$ cat config.mk
export PLATFORM = sky130hd
export DESIGN_NAME = rpmc_top
export DESIGN_NICKNAME = d
export VERILOG_FILES = /design/src/logic/rpmc_pkg.sv /design/src/logic/rpmc_chan_map.sv /design/src/logic/rpmc_tick_div.sv /design/src/logic/rpmc_top.sv
export SDC_FILE = /design/constraint.sdc
export NUM_CORES = 1
export LEC_CHECK = 0
export BUFFER_PORTS_ARGS = -buffer_cell sky130_fd_sc_hd__buf_2
export CORE_MARGIN = 2
export CORE_UTILIZATION = 35
export CTS_BUF_LIST = sky130_fd_sc_hd__clkbuf_4 sky130_fd_sc_hd__clkbuf_8 sky130_fd_sc_hd__clkbuf_16
export CTS_CLUSTER_DIAMETER = 80
export DETAILED_ROUTE_END_ITERATION = 16
export PLACE_DENSITY = 0.52
export SLEW_MARGIN = 20
export SYNTH_ARGS = -nofsm -noshare
export SYNTH_HDL_FRONTEND = slang
export SYNTH_SLANG_ARGS = --single-unit
$ cat constraint.sdc
create_clock -name aclk -period 16.7 [get_ports aclk]
set_clock_uncertainty 0.05 [all_clocks]
set_input_delay 1.67 -clock aclk [delete_from_list [all_inputs] [get_ports aclk]]
set_output_delay 1.67 -clock aclk [all_outputs]
set_load 0.05 [all_outputs]
$ cat src/logic/rpmc_pkg.sv
// package: constants and types for the radio power mode and channel control block
package rpmc_pkg;
   // register byte offsets
   localparam logic [7:0] REG_CTRL_OFS     = 8'h00; // config flag word, busy, tx power
   localparam logic [7:0] REG_CHAN_OFS     = 8'h04; // requested channel
   localparam logic [7:0] REG_INTERVAL_OFS = 8'h08; // listen prescaler
   localparam logic [7:0] REG_COUNT_OFS    = 8'h0c; // countdown cycles
   localparam logic [7:0] REG_WINDOW_OFS   = 8'h10; // listen window length, ms
   localparam logic [7:0] REG_STATUS_OFS   = 8'h14; // state and enables
   localparam logic [7:0] REG_FREQ_OFS     = 8'h18; // channel in use and carrier
   // field positions
   localparam int CFG_PIN_IGNORE_BIT = 3;
   localparam int CTRL_BUSY_BIT      = 16;
   localparam int CTRL_PWR_LSB       = 24;
   // reset values
   localparam logic [15:0] CFG_FLAGS_RST   = 16'h0000;
   localparam logic [7:0]  CHAN_RST        = 8'h6a;   // channel 106
   localparam logic [7:0]  TX_POWER_RST    = 8'h07;   // 7 dBm
   localparam logic [15:0] PRESCALER_RST   = 16'h1000;
   localparam logic [15:0] COUNTDOWN_RST   = 16'h0001;
   localparam logic [15:0] WINDOW_RST      = 16'h000a;
   // channel raster
   localparam logic [7:0]  CHAN_MIN        = 8'h67;   // 103
   localparam logic [7:0]  CHAN_MAX        = 8'h6d;   // 109
   localparam logic [7:0]  CHAN_BASE       = 8'h64;   // 100
   localparam int          BASE_FREQ_KHZ   = 868000;
   localparam int          SPACING_KHZ     = 50;
   // timing
   localparam int CLK_HZ        = 125000000;
   localparam int TICK_HZ       = 4096;
   localparam int TICK_CYCLES   = CLK_HZ / TICK_HZ;          // tick period a little short, rounds down
   localparam int MS_CYCLES     = CLK_HZ / 1000;
   localparam int WAKE_SETTLE   = 4;                         // cycles before ready
   // AXI responses
   localparam logic [1:0] RESP_OKAY   = 2'b00;
   localparam logic [1:0] RESP_SLVERR = 2'b10;

   typedef enum logic [2:0] {
      ST_ACTIVE,
      ST_STANDBY,
      ST_LISTEN_SLEEP,
      ST_LISTEN_RX,
      ST_SLEEP,
      ST_WAKING
   } rpmc_state_t;
endpackage

$ cat src/logic/rpmc_chan_map.sv
// channel clamp and carrier frequency computation
`timescale 1ns/1ps
module rpmc_chan_map
   import rpmc_pkg::*;
(
   input  wire logic        aclk,
   input  wire logic        aresetn,
   input  wire logic [7:0]  chan_req,
   output logic [7:0]       chan_used,
   output logic [19:0]      carrier_khz
);
   logic [7:0]  chan_d;
   logic [19:0] freq_d;

   // edge channels folded silently onto the nearest allowed one
   always_comb
   begin
      if (chan_req < CHAN_MIN)
         chan_d = CHAN_MIN;
      else if (chan_req > CHAN_MAX)
         chan_d = CHAN_MAX;
      else
         chan_d = chan_req;
      freq_d = 20'(BASE_FREQ_KHZ) + 20'(SPACING_KHZ) * 20'(chan_d - CHAN_BASE);
   end

   // registered so the result feeds straight to the frequency register readout
   always_ff @(posedge aclk)
   begin
      if (!aresetn)
      begin
         chan_used   <= CHAN_RST;
         carrier_khz <= 20'(BASE_FREQ_KHZ) + 20'(SPACING_KHZ) * 20'(CHAN_RST - CHAN_BASE);
      end
      else
      begin
         chan_used   <= chan_d;
         carrier_khz <= freq_d;
      end
   end
endmodule

$ cat src/logic/rpmc_tick_div.sv
// divider giving one-cycle tick pulses
`timescale 1ns/1ps
module rpmc_tick_div #(
   parameter int DIV = 30517
) (
   input  wire logic aclk,
   input  wire logic aresetn,
   input  wire logic run,
   output logic      tick
);
   logic [$clog2(DIV+1)-1:0] cnt_q;

   // restarts whenever run drops so each period is whole
   always_ff @(posedge aclk)
   begin
      if (!aresetn || !run)
      begin
         cnt_q <= '0;
         tick  <= 1'b0;
      end
      else if (cnt_q == ($clog2(DIV+1))'(DIV - 1))
      begin
         cnt_q <= '0;
         tick  <= 1'b1;
      end
      else
      begin
         cnt_q <= cnt_q + 1'b1;
         tick  <= 1'b0;
      end
   end
endmodule

$ cat src/logic/rpmc_top.sv
// power state and channel control with an AXI4-Lite register port
//
// Our own choices: the address map and the AXI4-Lite slave port.
`timescale 1ns/1ps
module rpmc_top
   import rpmc_pkg::*;
#(
   parameter int TICK_DIV = TICK_CYCLES,
   parameter int MS_DIV   = MS_CYCLES
) (
   input  wire logic        aclk,
   input  wire logic        aresetn,
   input  wire logic        sleep_input,
   input  wire logic        transceiver_off_input,
   input  wire logic        transfer_pending,
   input  wire logic [7:0]  s_axi_awaddr,
   input  wire logic        s_axi_awvalid,
   output logic             s_axi_awready,
   input  wire logic [31:0] s_axi_wdata,
   input  wire logic [3:0]  s_axi_wstrb,
   input  wire logic        s_axi_wvalid,
   output logic             s_axi_wready,
   output logic [1:0]       s_axi_bresp,
   output logic             s_axi_bvalid,
   input  wire logic        s_axi_bready,
   input  wire logic [7:0]  s_axi_araddr,
   input  wire logic        s_axi_arvalid,
   output logic             s_axi_arready,
   output logic [31:0]      s_axi_rdata,
   output logic [1:0]       s_axi_rresp,
   output logic             s_axi_rvalid,
   input  wire logic        s_axi_rready,
   output logic             flow_busy,
   output logic             rx_enable,
   output logic             tx_enable,
   output logic             uart_enable,
   output logic [7:0]       tx_power,
   output logic [7:0]       radio_channel
);
   rpmc_state_t state_q;
   logic [15:0] config_flag_word_q;
   logic [7:0]  chan_req_q;
   logic [15:0] prescaler_q;
   logic [15:0] countdown_q;
   logic [15:0] listen_window_length_q;
   logic [15:0] tick_cnt_q;
   logic [15:0] win_cnt_q;
   logic [2:0]  settle_q;
   logic        sleep_prev_q;
   logic        off_prev_q;
   logic [7:0]  aw_addr_q;
   logic        aw_have_q;
   logic [31:0] w_data_q;
   logic [3:0]  w_strb_q;
   logic        w_have_q;
   logic [7:0]  chan_used;
   logic [19:0] carrier_khz;
   logic        tick_4k;
   logic        tick_ms;
   logic        pins_ignored;
   logic        sleep_lvl;
   logic        off_lvl;
   logic        pin_fall;
   logic        wr_fire;
   logic        in_listen;
   rpmc_state_t pin_state;

   // flag bit 3 makes the pins read as low, so the block stays active
   assign pins_ignored = config_flag_word_q[CFG_PIN_IGNORE_BIT];
   assign sleep_lvl    = sleep_input & ~pins_ignored;
   assign off_lvl      = transceiver_off_input & ~pins_ignored;
   assign pin_fall     = (sleep_prev_q & ~sleep_lvl) | (off_prev_q & ~off_lvl);
   assign in_listen    = (state_q == ST_LISTEN_SLEEP) || (state_q == ST_LISTEN_RX);

   // pin decode into the requested state; host keeps both levels defined
   always_comb
   begin
      case ({sleep_lvl, off_lvl})
         2'b00:   pin_state = ST_ACTIVE;
         2'b01:   pin_state = ST_STANDBY;
         2'b10:   pin_state = ST_LISTEN_SLEEP;
         default: pin_state = ST_SLEEP;
      endcase
   end

   rpmc_chan_map u_chan (
      .aclk        (aclk),
      .aresetn     (aresetn),
      .chan_req    (chan_req_q),
      .chan_used   (chan_used),
      .carrier_khz (carrier_khz)
   );

   // 4096 Hz prescaler base, only running in ST_LISTEN_SLEEP
   rpmc_tick_div #(.DIV(TICK_DIV)) u_tick4k (
      .aclk    (aclk),
      .aresetn (aresetn),
      .run     (state_q == ST_LISTEN_SLEEP),
      .tick    (tick_4k)
   );

   // millisecond base for the receive window
   rpmc_tick_div #(.DIV(MS_DIV)) u_tickms (
      .aclk    (aclk),
      .aresetn (aresetn),
      .run     (state_q == ST_LISTEN_RX),
      .tick    (tick_ms)
   );

   // pin history for edge detection
   always_ff @(posedge aclk)
   begin
      if (!aresetn)
      begin
         sleep_prev_q <= 1'b0;
         off_prev_q   <= 1'b0;
      end
      else
      begin
         sleep_prev_q <= sleep_lvl;
         off_prev_q   <= off_lvl;
      end
   end

   // power state machine
   always_ff @(posedge aclk)
   begin
      if (!aresetn)
      begin
         state_q    <= ST_ACTIVE;
         tick_cnt_q <= '0;
         win_cnt_q  <= '0;
         settle_q   <= '0;
      end
      else
      begin
         case (state_q)
            ST_ACTIVE:
               // pending work holds us in active mode
               if (pin_state != ST_ACTIVE && !transfer_pending && !flow_busy)
               begin
                  state_q    <= pin_state;
                  tick_cnt_q <= '0;
               end
            ST_STANDBY:
               if (pin_state != ST_STANDBY)
               begin
                  state_q    <= (pin_state == ST_SLEEP) ? ST_SLEEP : pin_state;
                  tick_cnt_q <= '0;
               end
            ST_LISTEN_SLEEP:
               if (pin_state != ST_LISTEN_SLEEP)
                  state_q <= (pin_state == ST_SLEEP) ? ST_SLEEP : ST_WAKING;
               else if (tick_4k)
               begin
                  // countdown times prescaler ticks of 1/4096 s
                  if (tick_cnt_q + 16'h0001 >= 16'(32'(countdown_q) * 32'(prescaler_q) > 32'h0000ffff
                      ? 16'hffff : countdown_q * prescaler_q))
                  begin
                     tick_cnt_q <= '0;
                     win_cnt_q  <= '0;
                     state_q    <= ST_LISTEN_RX;
                  end
                  else
                     tick_cnt_q <= tick_cnt_q + 16'h0001;
               end
            ST_LISTEN_RX:
               if (pin_state != ST_LISTEN_SLEEP)
                  state_q <= (pin_state == ST_SLEEP) ? ST_SLEEP : ST_WAKING;
               else if (tick_ms)
               begin
                  if (win_cnt_q + 16'h0001 >= listen_window_length_q)
                     state_q <= ST_LISTEN_SLEEP;
                  else
                     win_cnt_q <= win_cnt_q + 16'h0001;
               end
            ST_SLEEP:
               // only a falling edge wakes us, a plain level does not
               if (pin_fall)
               begin
                  state_q  <= ST_WAKING;
                  settle_q <= '0;
               end
            ST_WAKING:
               // settle and tick counters restart clean, whichever state led here
               if (settle_q == 3'(WAKE_SETTLE - 1))
               begin
                  state_q    <= pin_state;
                  settle_q   <= '0;
                  tick_cnt_q <= '0;
               end
               else
                  settle_q <= settle_q + 3'd1;
            default:
               state_q <= ST_ACTIVE;
         endcase
      end
   end

   // enables and flow-control flag, all registered
   always_ff @(posedge aclk)
   begin
      if (!aresetn)
      begin
         rx_enable   <= 1'b0;
         tx_enable   <= 1'b0;
         uart_enable <= 1'b0;
         flow_busy   <= 1'b1;
      end
      else
      begin
         rx_enable   <= (state_q == ST_ACTIVE) || (state_q == ST_LISTEN_RX);
         tx_enable   <= (state_q == ST_ACTIVE) || (state_q == ST_STANDBY);
         uart_enable <= (state_q == ST_ACTIVE) || (state_q == ST_STANDBY) || in_listen;
         // high while asleep, mid-transition or with a transfer pending, low otherwise
         flow_busy   <= (state_q == ST_SLEEP) || (state_q == ST_WAKING) || transfer_pending;
      end
   end

   // AXI write: address and data taken in either order
   assign wr_fire = aw_have_q && w_have_q && !s_axi_bvalid;

   always_ff @(posedge aclk)
   begin
      if (!aresetn)
      begin
         aw_have_q     <= 1'b0;
         w_have_q      <= 1'b0;
         aw_addr_q     <= '0;
         w_data_q      <= '0;
         w_strb_q      <= '0;
         s_axi_awready <= 1'b0;
         s_axi_wready  <= 1'b0;
      end
      else
      begin
         s_axi_awready <= !aw_have_q && !(s_axi_awvalid && s_axi_awready);
         s_axi_wready  <= !w_have_q && !(s_axi_wvalid && s_axi_wready);
         if (s_axi_awvalid && s_axi_awready)
         begin
            aw_have_q <= 1'b1;
            aw_addr_q <= s_axi_awaddr;
         end
         else if (wr_fire)
            aw_have_q <= 1'b0;
         if (s_axi_wvalid && s_axi_wready)
         begin
            w_have_q <= 1'b1;
            w_data_q <= s_axi_wdata;
            w_strb_q <= s_axi_wstrb;
         end
         else if (wr_fire)
            w_have_q <= 1'b0;
      end
   end

   // configuration registers and write response
   always_ff @(posedge aclk)
   begin
      if (!aresetn)
      begin
         config_flag_word_q     <= CFG_FLAGS_RST;
         chan_req_q             <= CHAN_RST;
         tx_power               <= TX_POWER_RST;
         prescaler_q            <= PRESCALER_RST;
         countdown_q            <= COUNTDOWN_RST;
         listen_window_length_q <= WINDOW_RST;
         s_axi_bvalid           <= 1'b0;
         s_axi_bresp            <= RESP_OKAY;
      end
      else
      begin
         if (s_axi_bvalid && s_axi_bready)
            s_axi_bvalid <= 1'b0;
         if (wr_fire)
         begin
            s_axi_bvalid <= 1'b1;
            s_axi_bresp  <= RESP_OKAY;
            if (aw_addr_q == REG_CTRL_OFS)
            begin
               if (w_strb_q[0]) config_flag_word_q[7:0]  <= w_data_q[7:0];
               if (w_strb_q[1]) config_flag_word_q[15:8] <= w_data_q[15:8];
               if (w_strb_q[3]) tx_power                 <= w_data_q[31:24];
            end
            else if (aw_addr_q == REG_CHAN_OFS)
            begin
               if (w_strb_q[0]) chan_req_q <= w_data_q[7:0];
            end
            else if (aw_addr_q == REG_INTERVAL_OFS)
            begin
               if (w_strb_q[0]) prescaler_q[7:0]  <= w_data_q[7:0];
               if (w_strb_q[1]) prescaler_q[15:8] <= w_data_q[15:8];
            end
            else if (aw_addr_q == REG_COUNT_OFS)
            begin
               if (w_strb_q[0]) countdown_q[7:0]  <= w_data_q[7:0];
               if (w_strb_q[1]) countdown_q[15:8] <= w_data_q[15:8];
            end
            else if (aw_addr_q == REG_WINDOW_OFS)
            begin
               if (w_strb_q[0]) listen_window_length_q[7:0]  <= w_data_q[7:0];
               if (w_strb_q[1]) listen_window_length_q[15:8] <= w_data_q[15:8];
            end
            else if (aw_addr_q == REG_STATUS_OFS || aw_addr_q == REG_FREQ_OFS)
               s_axi_bresp <= RESP_OKAY; // read-only, write dropped
            else
               s_axi_bresp <= RESP_SLVERR;
         end
      end
   end

   // read channel, one request at a time
   always_ff @(posedge aclk)
   begin
      if (!aresetn)
      begin
         s_axi_arready <= 1'b0;
         s_axi_rvalid  <= 1'b0;
         s_axi_rdata   <= '0;
         s_axi_rresp   <= RESP_OKAY;
      end
      else
      begin
         s_axi_arready <= !s_axi_rvalid && !(s_axi_arvalid && s_axi_arready);
         if (s_axi_rvalid && s_axi_rready)
            s_axi_rvalid <= 1'b0;
         if (s_axi_arvalid && s_axi_arready)
         begin
            s_axi_rvalid <= 1'b1;
            s_axi_rresp  <= RESP_OKAY;
            if (s_axi_araddr == REG_CTRL_OFS)
               s_axi_rdata <= {tx_power, 7'h00, flow_busy, config_flag_word_q};
            else if (s_axi_araddr == REG_CHAN_OFS)
               s_axi_rdata <= {24'h000000, chan_req_q};
            else if (s_axi_araddr == REG_INTERVAL_OFS)
               s_axi_rdata <= {16'h0000, prescaler_q};
            else if (s_axi_araddr == REG_COUNT_OFS)
               s_axi_rdata <= {16'h0000, countdown_q};
            else if (s_axi_araddr == REG_WINDOW_OFS)
               s_axi_rdata <= {16'h0000, listen_window_length_q};
            else if (s_axi_araddr == REG_STATUS_OFS)
               s_axi_rdata <= {25'h0000000, uart_enable, tx_enable, rx_enable, 1'b0, state_q};
            else if (s_axi_araddr == REG_FREQ_OFS)
               s_axi_rdata <= {4'h0, carrier_khz, chan_used};
            else
            begin
               s_axi_rdata <= '0;
               s_axi_rresp <= RESP_SLVERR;
            end
         end
      end
   end

   // channel actually used goes out registered
   always_ff @(posedge aclk)
   begin
      if (!aresetn)
         radio_channel <= CHAN_RST;
      else
         radio_channel <= chan_used;
   end
endmodule

Word level (Yosys, flattened, before mapping) --
Cells that the tools add are included.
Word-level totals: register bits after elaboration 281, input port bits 62, logic and storage cells 230
Cells by class: add/subtract/negate cells 7, multiply operators 3, order comparisons 5, equality and inequality tests 39, mux-type cells 63, bitwise logic cells 12, reduce and logical (&&, ||, !) cells 61
Operators with widths (number):
- 16-bit two-way mux | 13
- 28-bit two-way mux | 6
- 16-bit case mux with 4 select lines | 1
- 8-bit by 5-bit == test with 1-bit output (second input constant) | 6
- 3-bit two-way mux | 13
- 16-bit by 1-bit adder with 16-bit output (second input constant) | 2
- 8-bit by 4-bit == test with 1-bit output (second input constant) | 4
- 16-bit greater-or-equal comparator | 2
- 32-bit by 16-bit > comparator with 1-bit output (second input constant) | 1
- 16-bit by 16-bit multiplier with 32-bit output | 1
- 32-bit two-way mux | 1
- 16-bit case mux with 2 select lines | 1
- 2-bit two-way mux | 13
- 7-bit AND reduction | 3
- 20-bit adder (first input constant) | 1
- 5-bit by 20-bit multiplier with 19-bit output (first input constant) | 1
- 2-bit != test (second input constant) | 10
- 3-bit case mux with 6 select lines | 1
- 6-bit AND reduction | 3
- 17-bit by 1-bit adder with 17-bit output (second input constant) | 1
- 17-bit == test (second input constant) | 1
- 8-bit by 3-bit == test with 1-bit output (second input constant) | 2
- 8-bit logical NOT | 2
- 16-bit by 16-bit multiplier with 16-bit output | 1
- 35 further kinds | 100

Logic depth before layout (Yosys ltp) --
depth in word-level cells 9, depth in mapped cells 36, mapped depth without buffers 33

Modules after synthesis --
Synthesis repeated with hierarchy kept, for this count alone.
Second synthesis, totals: cell total of the unflattened synthesis 2572, area, all modules 22275.1 µm²
Modules (own cells, without submodules):
- rpmc_top | instances 1, cells each 2187, area an instance 18760.5 µm², seq. area each 4164.0 µm²
- rpmc_chan_map | instances 1, cells each 210, area an instance 1939.4 µm², seq. area each 500.5 µm²
- rpmc_tick_div at u_tickms | instances 1, cells each 96, area an instance 858.3 µm², seq. area each 360.3 µm²
- rpmc_tick_div at u_tick4k | instances 1, cells each 79, area an instance 716.9 µm², seq. area each 320.3 µm²

Least setup slack after synthesis --
No wires, ideal clock.
path type reg-to-reg, start point register prescaler_q[3], end point register tick_cnt_q[10], library setup time 0.070 ns, arrival 8.559 ns, path slack 8.020 ns, stages on the path, launching flop included 34, path buffers 3, cell sequence dfxtp_1 > clkbuf_1 > clkbuf_1 > nand2_1 > fa_1 > fa_1 > inv_1 > fa_1 > fa_1 > fa_1 > inv_1 > fa_1 > inv_1 > ha_1 > a221oi_2 > nand3b_1 > a21oi_2 > nor2_1 > or3_1 > a221o_1 > nor4_2 > nand4_2 > or4b_1 > ha_1 > nand2b_1 > a21o_1 > a21o_1 > a21oi_1 > o21ai_0 > a21o_1 > clkbuf_1 > nor2_1 > nand3b_1 > a21oi_1
On the way: word-level cells in the longest chain between the ends 8, elaborated cells between the ends (all ways) 9, those cells by class mul (2); order compare (2); mux (5)
RTL lines:
- start: declaration | line rpmc_top.sv:43 | logic [15:0] prescaler_q;
- start signal: assignment | line rpmc_top.sv:291 | if (w_strb_q[0]) prescaler_q[7:0] <= w_data_q[7:0];
- 16-bit by 16-bit multiplier with 32-bit output | line rpmc_top.sv:157 | if (tick_cnt_q + 16'h0001 >= 16'(32'(countdown_q) * 32'(prescaler_q) > 32'h0000ffff
- 32-bit by 16-bit > comparator with 1-bit output | line rpmc_top.sv:157
- 16-bit two-way mux (*) | line rpmc_top.sv:158 | ? 16'hffff : countdown_q * prescaler_q))
- 16-bit greater-or-equal comparator (*) | line rpmc_top.sv:157
- 16-bit two-way mux (*) | line rpmc_top.sv:157
- 16-bit two-way mux (*) | line rpmc_top.sv:154 | else if (tick_4k)
- 16-bit two-way mux (*) | line rpmc_top.sv:152 | if (pin_state != ST_LISTEN_SLEEP)
- 16-bit case mux with 4 select lines (*) | line rpmc_top.sv:137 | case (state_q)
- end signal: assignment | line rpmc_top.sv:165 | tick_cnt_q <= tick_cnt_q + 16'h0001;
- end: declaration | line rpmc_top.sv:46 | logic [15:0] tick_cnt_q;
Mark *: on every way between the ends. The rest lies on a longest branch, timed or not. The select of a mux whose other input is x is not followed. A chain may end at the register's enable or synchronous reset.

Worst setup path in the final report --
start point register countdown_q[7], end point register win_cnt_q[5]
On the way: word-level cells in the longest chain between the ends 6, elaborated cells between the ends (all ways) 7, those cells by class mul (2); order compare (2); eq/ne (1); mux (1); reduce/logical (1)
RTL lines:
- start: declaration | line rpmc_top.sv:44 | logic [15:0] countdown_q;
- start signal: assignment | line rpmc_top.sv:296 | if (w_strb_q[0]) countdown_q[7:0] <= w_data_q[7:0];
- 16-bit by 16-bit multiplier with 32-bit output | line rpmc_top.sv:157
- 32-bit by 16-bit > comparator with 1-bit output | line rpmc_top.sv:157
- 16-bit two-way mux (*) | line rpmc_top.sv:158
- 16-bit greater-or-equal comparator (*) | line rpmc_top.sv:157
- 2-bit != test (no line) (*)
- 7-bit AND reduction (no line) (*)
- end signal: assignment | line rpmc_top.sv:175 | win_cnt_q <= win_cnt_q + 16'h0001;
- end: declaration | line rpmc_top.sv:47 | logic [15:0] win_cnt_q;
Mark *: on every way between the ends. The rest lies on a longest branch, timed or not.

==> impl_metrics.env <==
export IMPL_outcome="complete, no violations"
export IMPL_placement_io_buffers=111
export IMPL_grt_overflow=0
export IMPL_cts_tree="built"
export IMPL_grt_pass1_vias=17500
export IMPL_use_met2=0.324
export IMPL_globalRouteMet3Util=0.0226
export IMPL_layout_commonest_cell="sky130_fd_sc_hd__nand2_1"
export IMPL_grt_met1_use=0.254
export IMPL_ant_nets=0
export IMPL_power_density_mw_per_mm2=63.4
export IMPL_worst_slew_margin_rel=0.221
export IMPL_worst_r2r_cell_count=29
export IMPL_worstSetupEndpointType="flop"
export IMPL_cts_hold_buffers_added=0
export IMPL_timing_hold_worst_class="reg -> reg"
export IMPL_area_delta_synth_final_pct=10.8
export IMPL_drive_gt1_frac=0.0824
export IMPL_post_synth_cell_area_avg_um2=8.58
export IMPL_dpl_cell_area_mm2=0.0228
export IMPL_gpl_final_weighted_congestion=0.816
export IMPL_vias=17400
export IMPL_route_final_wire_length_um=59600
export IMPL_wire_length_of_the_first_global_routing_pass_um=95700
export IMPL_asyncSetResetFlopFracSynth=0
export IMPL_cts_reportedPaths_clkPinSlew_ns=0.07
export IMPL_final_nets=2989
export IMPL_post_place_ws_ns=6.06
export IMPL_dp_final_hpwl_um=44000
export IMPL_hold_path_end="s_axi_wready"
export IMPL_final_standard_cell_utilization_of_the_core=0.393
export IMPL_cts_htree_levels=1
export IMPL_worst_ep_required_time_ns=17.06
export IMPL_grt_use_total=0.189
export IMPL_seq_area_frac_synth=0.250
export IMPL_slowest_delay_ns=1.01
export IMPL_tightest_slew_ns=1.16
export IMPL_layout_common_cells="320 x sky130_fd_sc_hd__nand2_1, 287 x sky130_fd_sc_hd__inv_1, 267 x sky130_fd_sc_hd__dfxtp_1"
export IMPL_number_of_synthesized_flops_with_an_enable_pin=0
export IMPL_start_util=0.354
export IMPL_cap_viol_max_count=0
export IMPL_post_cts_resized_instances=0
export IMPL_pin_count=123
export IMPL_tritoncts_num_buffers=27
export IMPL_standby_leakage_power_nw=11.1
export IMPL_detailedRoute_firstIterationViolations=1066
export IMPL_core_area_mm2=0.0605
export IMPL_fillCellCount=6097
export IMPL_ctsRootBufferMaster="sky130_fd_sc_hd__clkbuf_16"
export IMPL_hold_path_startpoint="w_have_q"
export IMPL_vdd_drop_max_mv=0.0770
export IMPL_syn_area_mm2=0.0214
export IMPL_setup_total_negative_slack_ns=0
export IMPL_timing_critical_path_arrival_ns=11.03
export IMPL_postSynth_topFlopCell="sky130_fd_sc_hd__dfxtp_1"
export IMPL_antenna_found_initial=5
export IMPL_final_design_area_no_fill_mm2=0.0237
export IMPL_critPathMaxFanout=18
export IMPL_number_of_vias_per_cell=5.17
export IMPL_fp_row_count=90
export IMPL_timing_worst_setup_path_type="reg -> reg"
export IMPL_final_period_utilization=0.639
export IMPL_clock_sink_count=267
export IMPL_period_needed_ns=10.67
export IMPL_seq_area_mm2=0.00535
export IMPL_cp_num_buf_inv=3
export IMPL_fin_ws_ns=6.03
export IMPL_timing_critical_path_mode_cell="sky130_fd_sc_hd__fa_1"
export IMPL_finalMaxSlewViolations=0
export IMPL_worst_r2r_endpoint="win_cnt_q[5]"
export IMPL_totalPowerFinal_mw=1.50
export IMPL_grt_busiest_layer="met2"
export IMPL_cpMaxStageDelayCell="sky130_fd_sc_hd__dfxtp_1"
export IMPL_hold_path_depth=1
export IMPL_timing_critical_path_from_type="flop"
export IMPL_floorplan_die_height_um=251
export IMPL_r2r_start="countdown_q[7]"
export IMPL_insertion_delay_ns=0.56
export IMPL_multi_input_comb_area_mm2=0.0146
export IMPL_setup_violations=0
export IMPL_yosysWarnings=0
export IMPL_rsz0062_at_grt="no"
export IMPL_drt_drc_violations_left=0
export IMPL_post_drt_wl_per_cell_um=17.7
export IMPL_fmax_mhz=93.7
export IMPL_post_cts_setup_buffer_count=0
export IMPL_drt_first_pass_iters=7
export IMPL_ys_types=68
export IMPL_reg2reg_setup_slack_ns=6.03
export IMPL_register_bit_count_reported_by_yosys=267
export IMPL_clk_buf_depth=3
export IMPL_cpLargestDelayFamily="adder cells"
export IMPL_syn_inst=2497
export IMPL_finalHoldViolations=0
export IMPL_pin_count_of_the_biggest_net_entering_global_routing=72
export IMPL_floorplan_die_area_mm2=0.0632
export IMPL_dieWidth_um=251
-- state kept, by name, summed over array words and instances, names as in the netlist, 3 cells and up --
register,flops
aw_addr_q,8
tick_cnt_q,16
u_chan.carrier_khz,17
countdown_q,16
radio_channel,8
s_axi_rdata,32
win_cnt_q,16
config_flag_word_q,16
settle_q,3
u_tick4k.cnt_q,15
listen_window_length_q,16
u_chan.chan_used,8
w_data_q,24
prescaler_q,16
tx_power,8
u_tickms.cnt_q,17
w_strb_q,3
chan_req_q,8
state_q,3
-- metal layers --
layer	wire length [um]	share of wire
met5	0	0
met4	1000	0.017
met3	3000	0.050
met2	28300	0.47
met1	27400	0.46
-- cells in the mapped netlist (3+ instances only) --
library cell                count  area, um2
sky130_fd_sc_hd__nor2b_1       14       87.6
sky130_fd_sc_hd__o21a_1        18        135
sky130_fd_sc_hd__clkbuf_1     109        409
sky130_fd_sc_hd__fa_1         202       4040
sky130_fd_sc_hd__nand2_1      320       1200
sky130_fd_sc_hd__xnor2_1       49        429
sky130_fd_sc_hd__a31oi_1       27        169
sky130_fd_sc_hd__nand4_1        9       56.3
sky130_fd_sc_hd__o31ai_1        3       22.5
sky130_fd_sc_hd__a22oi_1       11       82.6
sky130_fd_sc_hd__a21oi_1      134        671
sky130_fd_sc_hd__nand3b_1      13       97.6
sky130_fd_sc_hd__a22o_1         5       43.8
sky130_fd_sc_hd__a211oi_1       7       52.6
sky130_fd_sc_hd__mux2i_1       81        811
sky130_fd_sc_hd__o21ai_0       70        350
sky130_fd_sc_hd__nor4_1        12       75.1
sky130_fd_sc_hd__and2_1       131        820
sky130_fd_sc_hd__nor3b_1        8       60.1
sky130_fd_sc_hd__a211o_1        4       35.0
sky130_fd_sc_hd__inv_1        287       1080
sky130_fd_sc_hd__or2_2          5       31.3
sky130_fd_sc_hd__nand2b_1      20        125
sky130_fd_sc_hd__nand3_1       55        275
sky130_fd_sc_hd__nor4b_1        5       43.8
sky130_fd_sc_hd__buf_1          3       11.3
sky130_fd_sc_hd__xor2_1        44        385
sky130_fd_sc_hd__nor3_1        40        200
sky130_fd_sc_hd__nor4b_2       10        150
sky130_fd_sc_hd__buf_2          3       15.0
sky130_fd_sc_hd__a222oi_1      12        120
sky130_fd_sc_hd__and3_1        25        156
sky130_fd_sc_hd__or3_1          7       43.8
sky130_fd_sc_hd__o211ai_1       9       67.6
sky130_fd_sc_hd__ha_1         171       2140
sky130_fd_sc_hd__a221oi_1      16        140
sky130_fd_sc_hd__or4_1          3       22.5
sky130_fd_sc_hd__a2111oi_0      4       35.0
sky130_fd_sc_hd__a21o_1        20        150
sky130_fd_sc_hd__nor2_1       219        822
sky130_fd_sc_hd__a41oi_1        8       70.1
sky130_fd_sc_hd__dfxtp_1      267       5350
sky130_fd_sc_hd__a221o_1        4       40.0
-- power by group --
group | internal (mW) | switching, mW | total, mW
registers | 0.654 | 0.0254 | 0.679
logic | 0.0477 | 0.109 | 0.156
clock network | 0.402 | 0.266 | 0.668
-- final cells by class --
cell class,count,area share
Timing Repair Buffer,133,0.0304
Clock buffer,35,0.0323
Tap cell,782,0.0412
Antenna cell,4,0.000422
Clock inverter,14,0.00880
Sequential cell,267,0.225
Multi-Input combinational cell,1837,0.616
Inverter,288,0.0456
-- worst reg2reg max path: cells and delay by family, from the launching register on --
family	cells	cell delay (ns)
AOI/OAI and AO/OA	10	2.71
buffers and inverters	3	0.16
and+or+nand+nor	8	2.93
DFF	1	1.01
adders and majority gates	8	3.62
-- kinds of logic (layout without fill, tap and decap cells) --
| kind of cell | Yosys count | after routing | synth area share |
|---|---|---|---|
| AOI/OAI and AO/OA | 373 | 373 | 0.111 |
| xor gates and xnor gates | 93 | 93 | 0.0380 |
| adders and majority gates | 373 | 373 | 0.289 |
| buffers and inverters | 406 | 470 | 0.0717 |
| DFF | 267 | 267 | 0.250 |
| muxes | 81 | 81 | 0.0379 |
| other | 2 | 19 | 0.000351 |
| and+or+nand+nor | 902 | 902 | 0.202 |
-- stage by stage --
step           cells  hold slack (ns)
5_1_grt         3360            0.411
6_report        3360            0.377
2_1_floorplan   2510            0.351
3_3_place_gp    3307            0.369
3_5_place_dp    3307            0.379
4_1_cts         3356            0.390
-- worst max-delay path by stage --
stage | start | endpoint | slack, ns | depth (start not counted)
5_1_grt | countdown_q[7] | win_cnt_q[3] | 5.43 | 30
6_report | countdown_q[7] | win_cnt_q[5] | 6.03 | 29
3_3_place_gp | prescaler_q[7] | win_cnt_q[7] | 6.17 | 30
2_1_floorplan | prescaler_q[3] | tick_cnt_q[10] | 8.02 | 33
4_1_cts | countdown_q[7] | win_cnt_q[3] | 6.04 | 29
3_5_place_dp | countdown_q[7] | win_cnt_q[3] | 6.06 | 29
(Power assumes the default switching activity.)
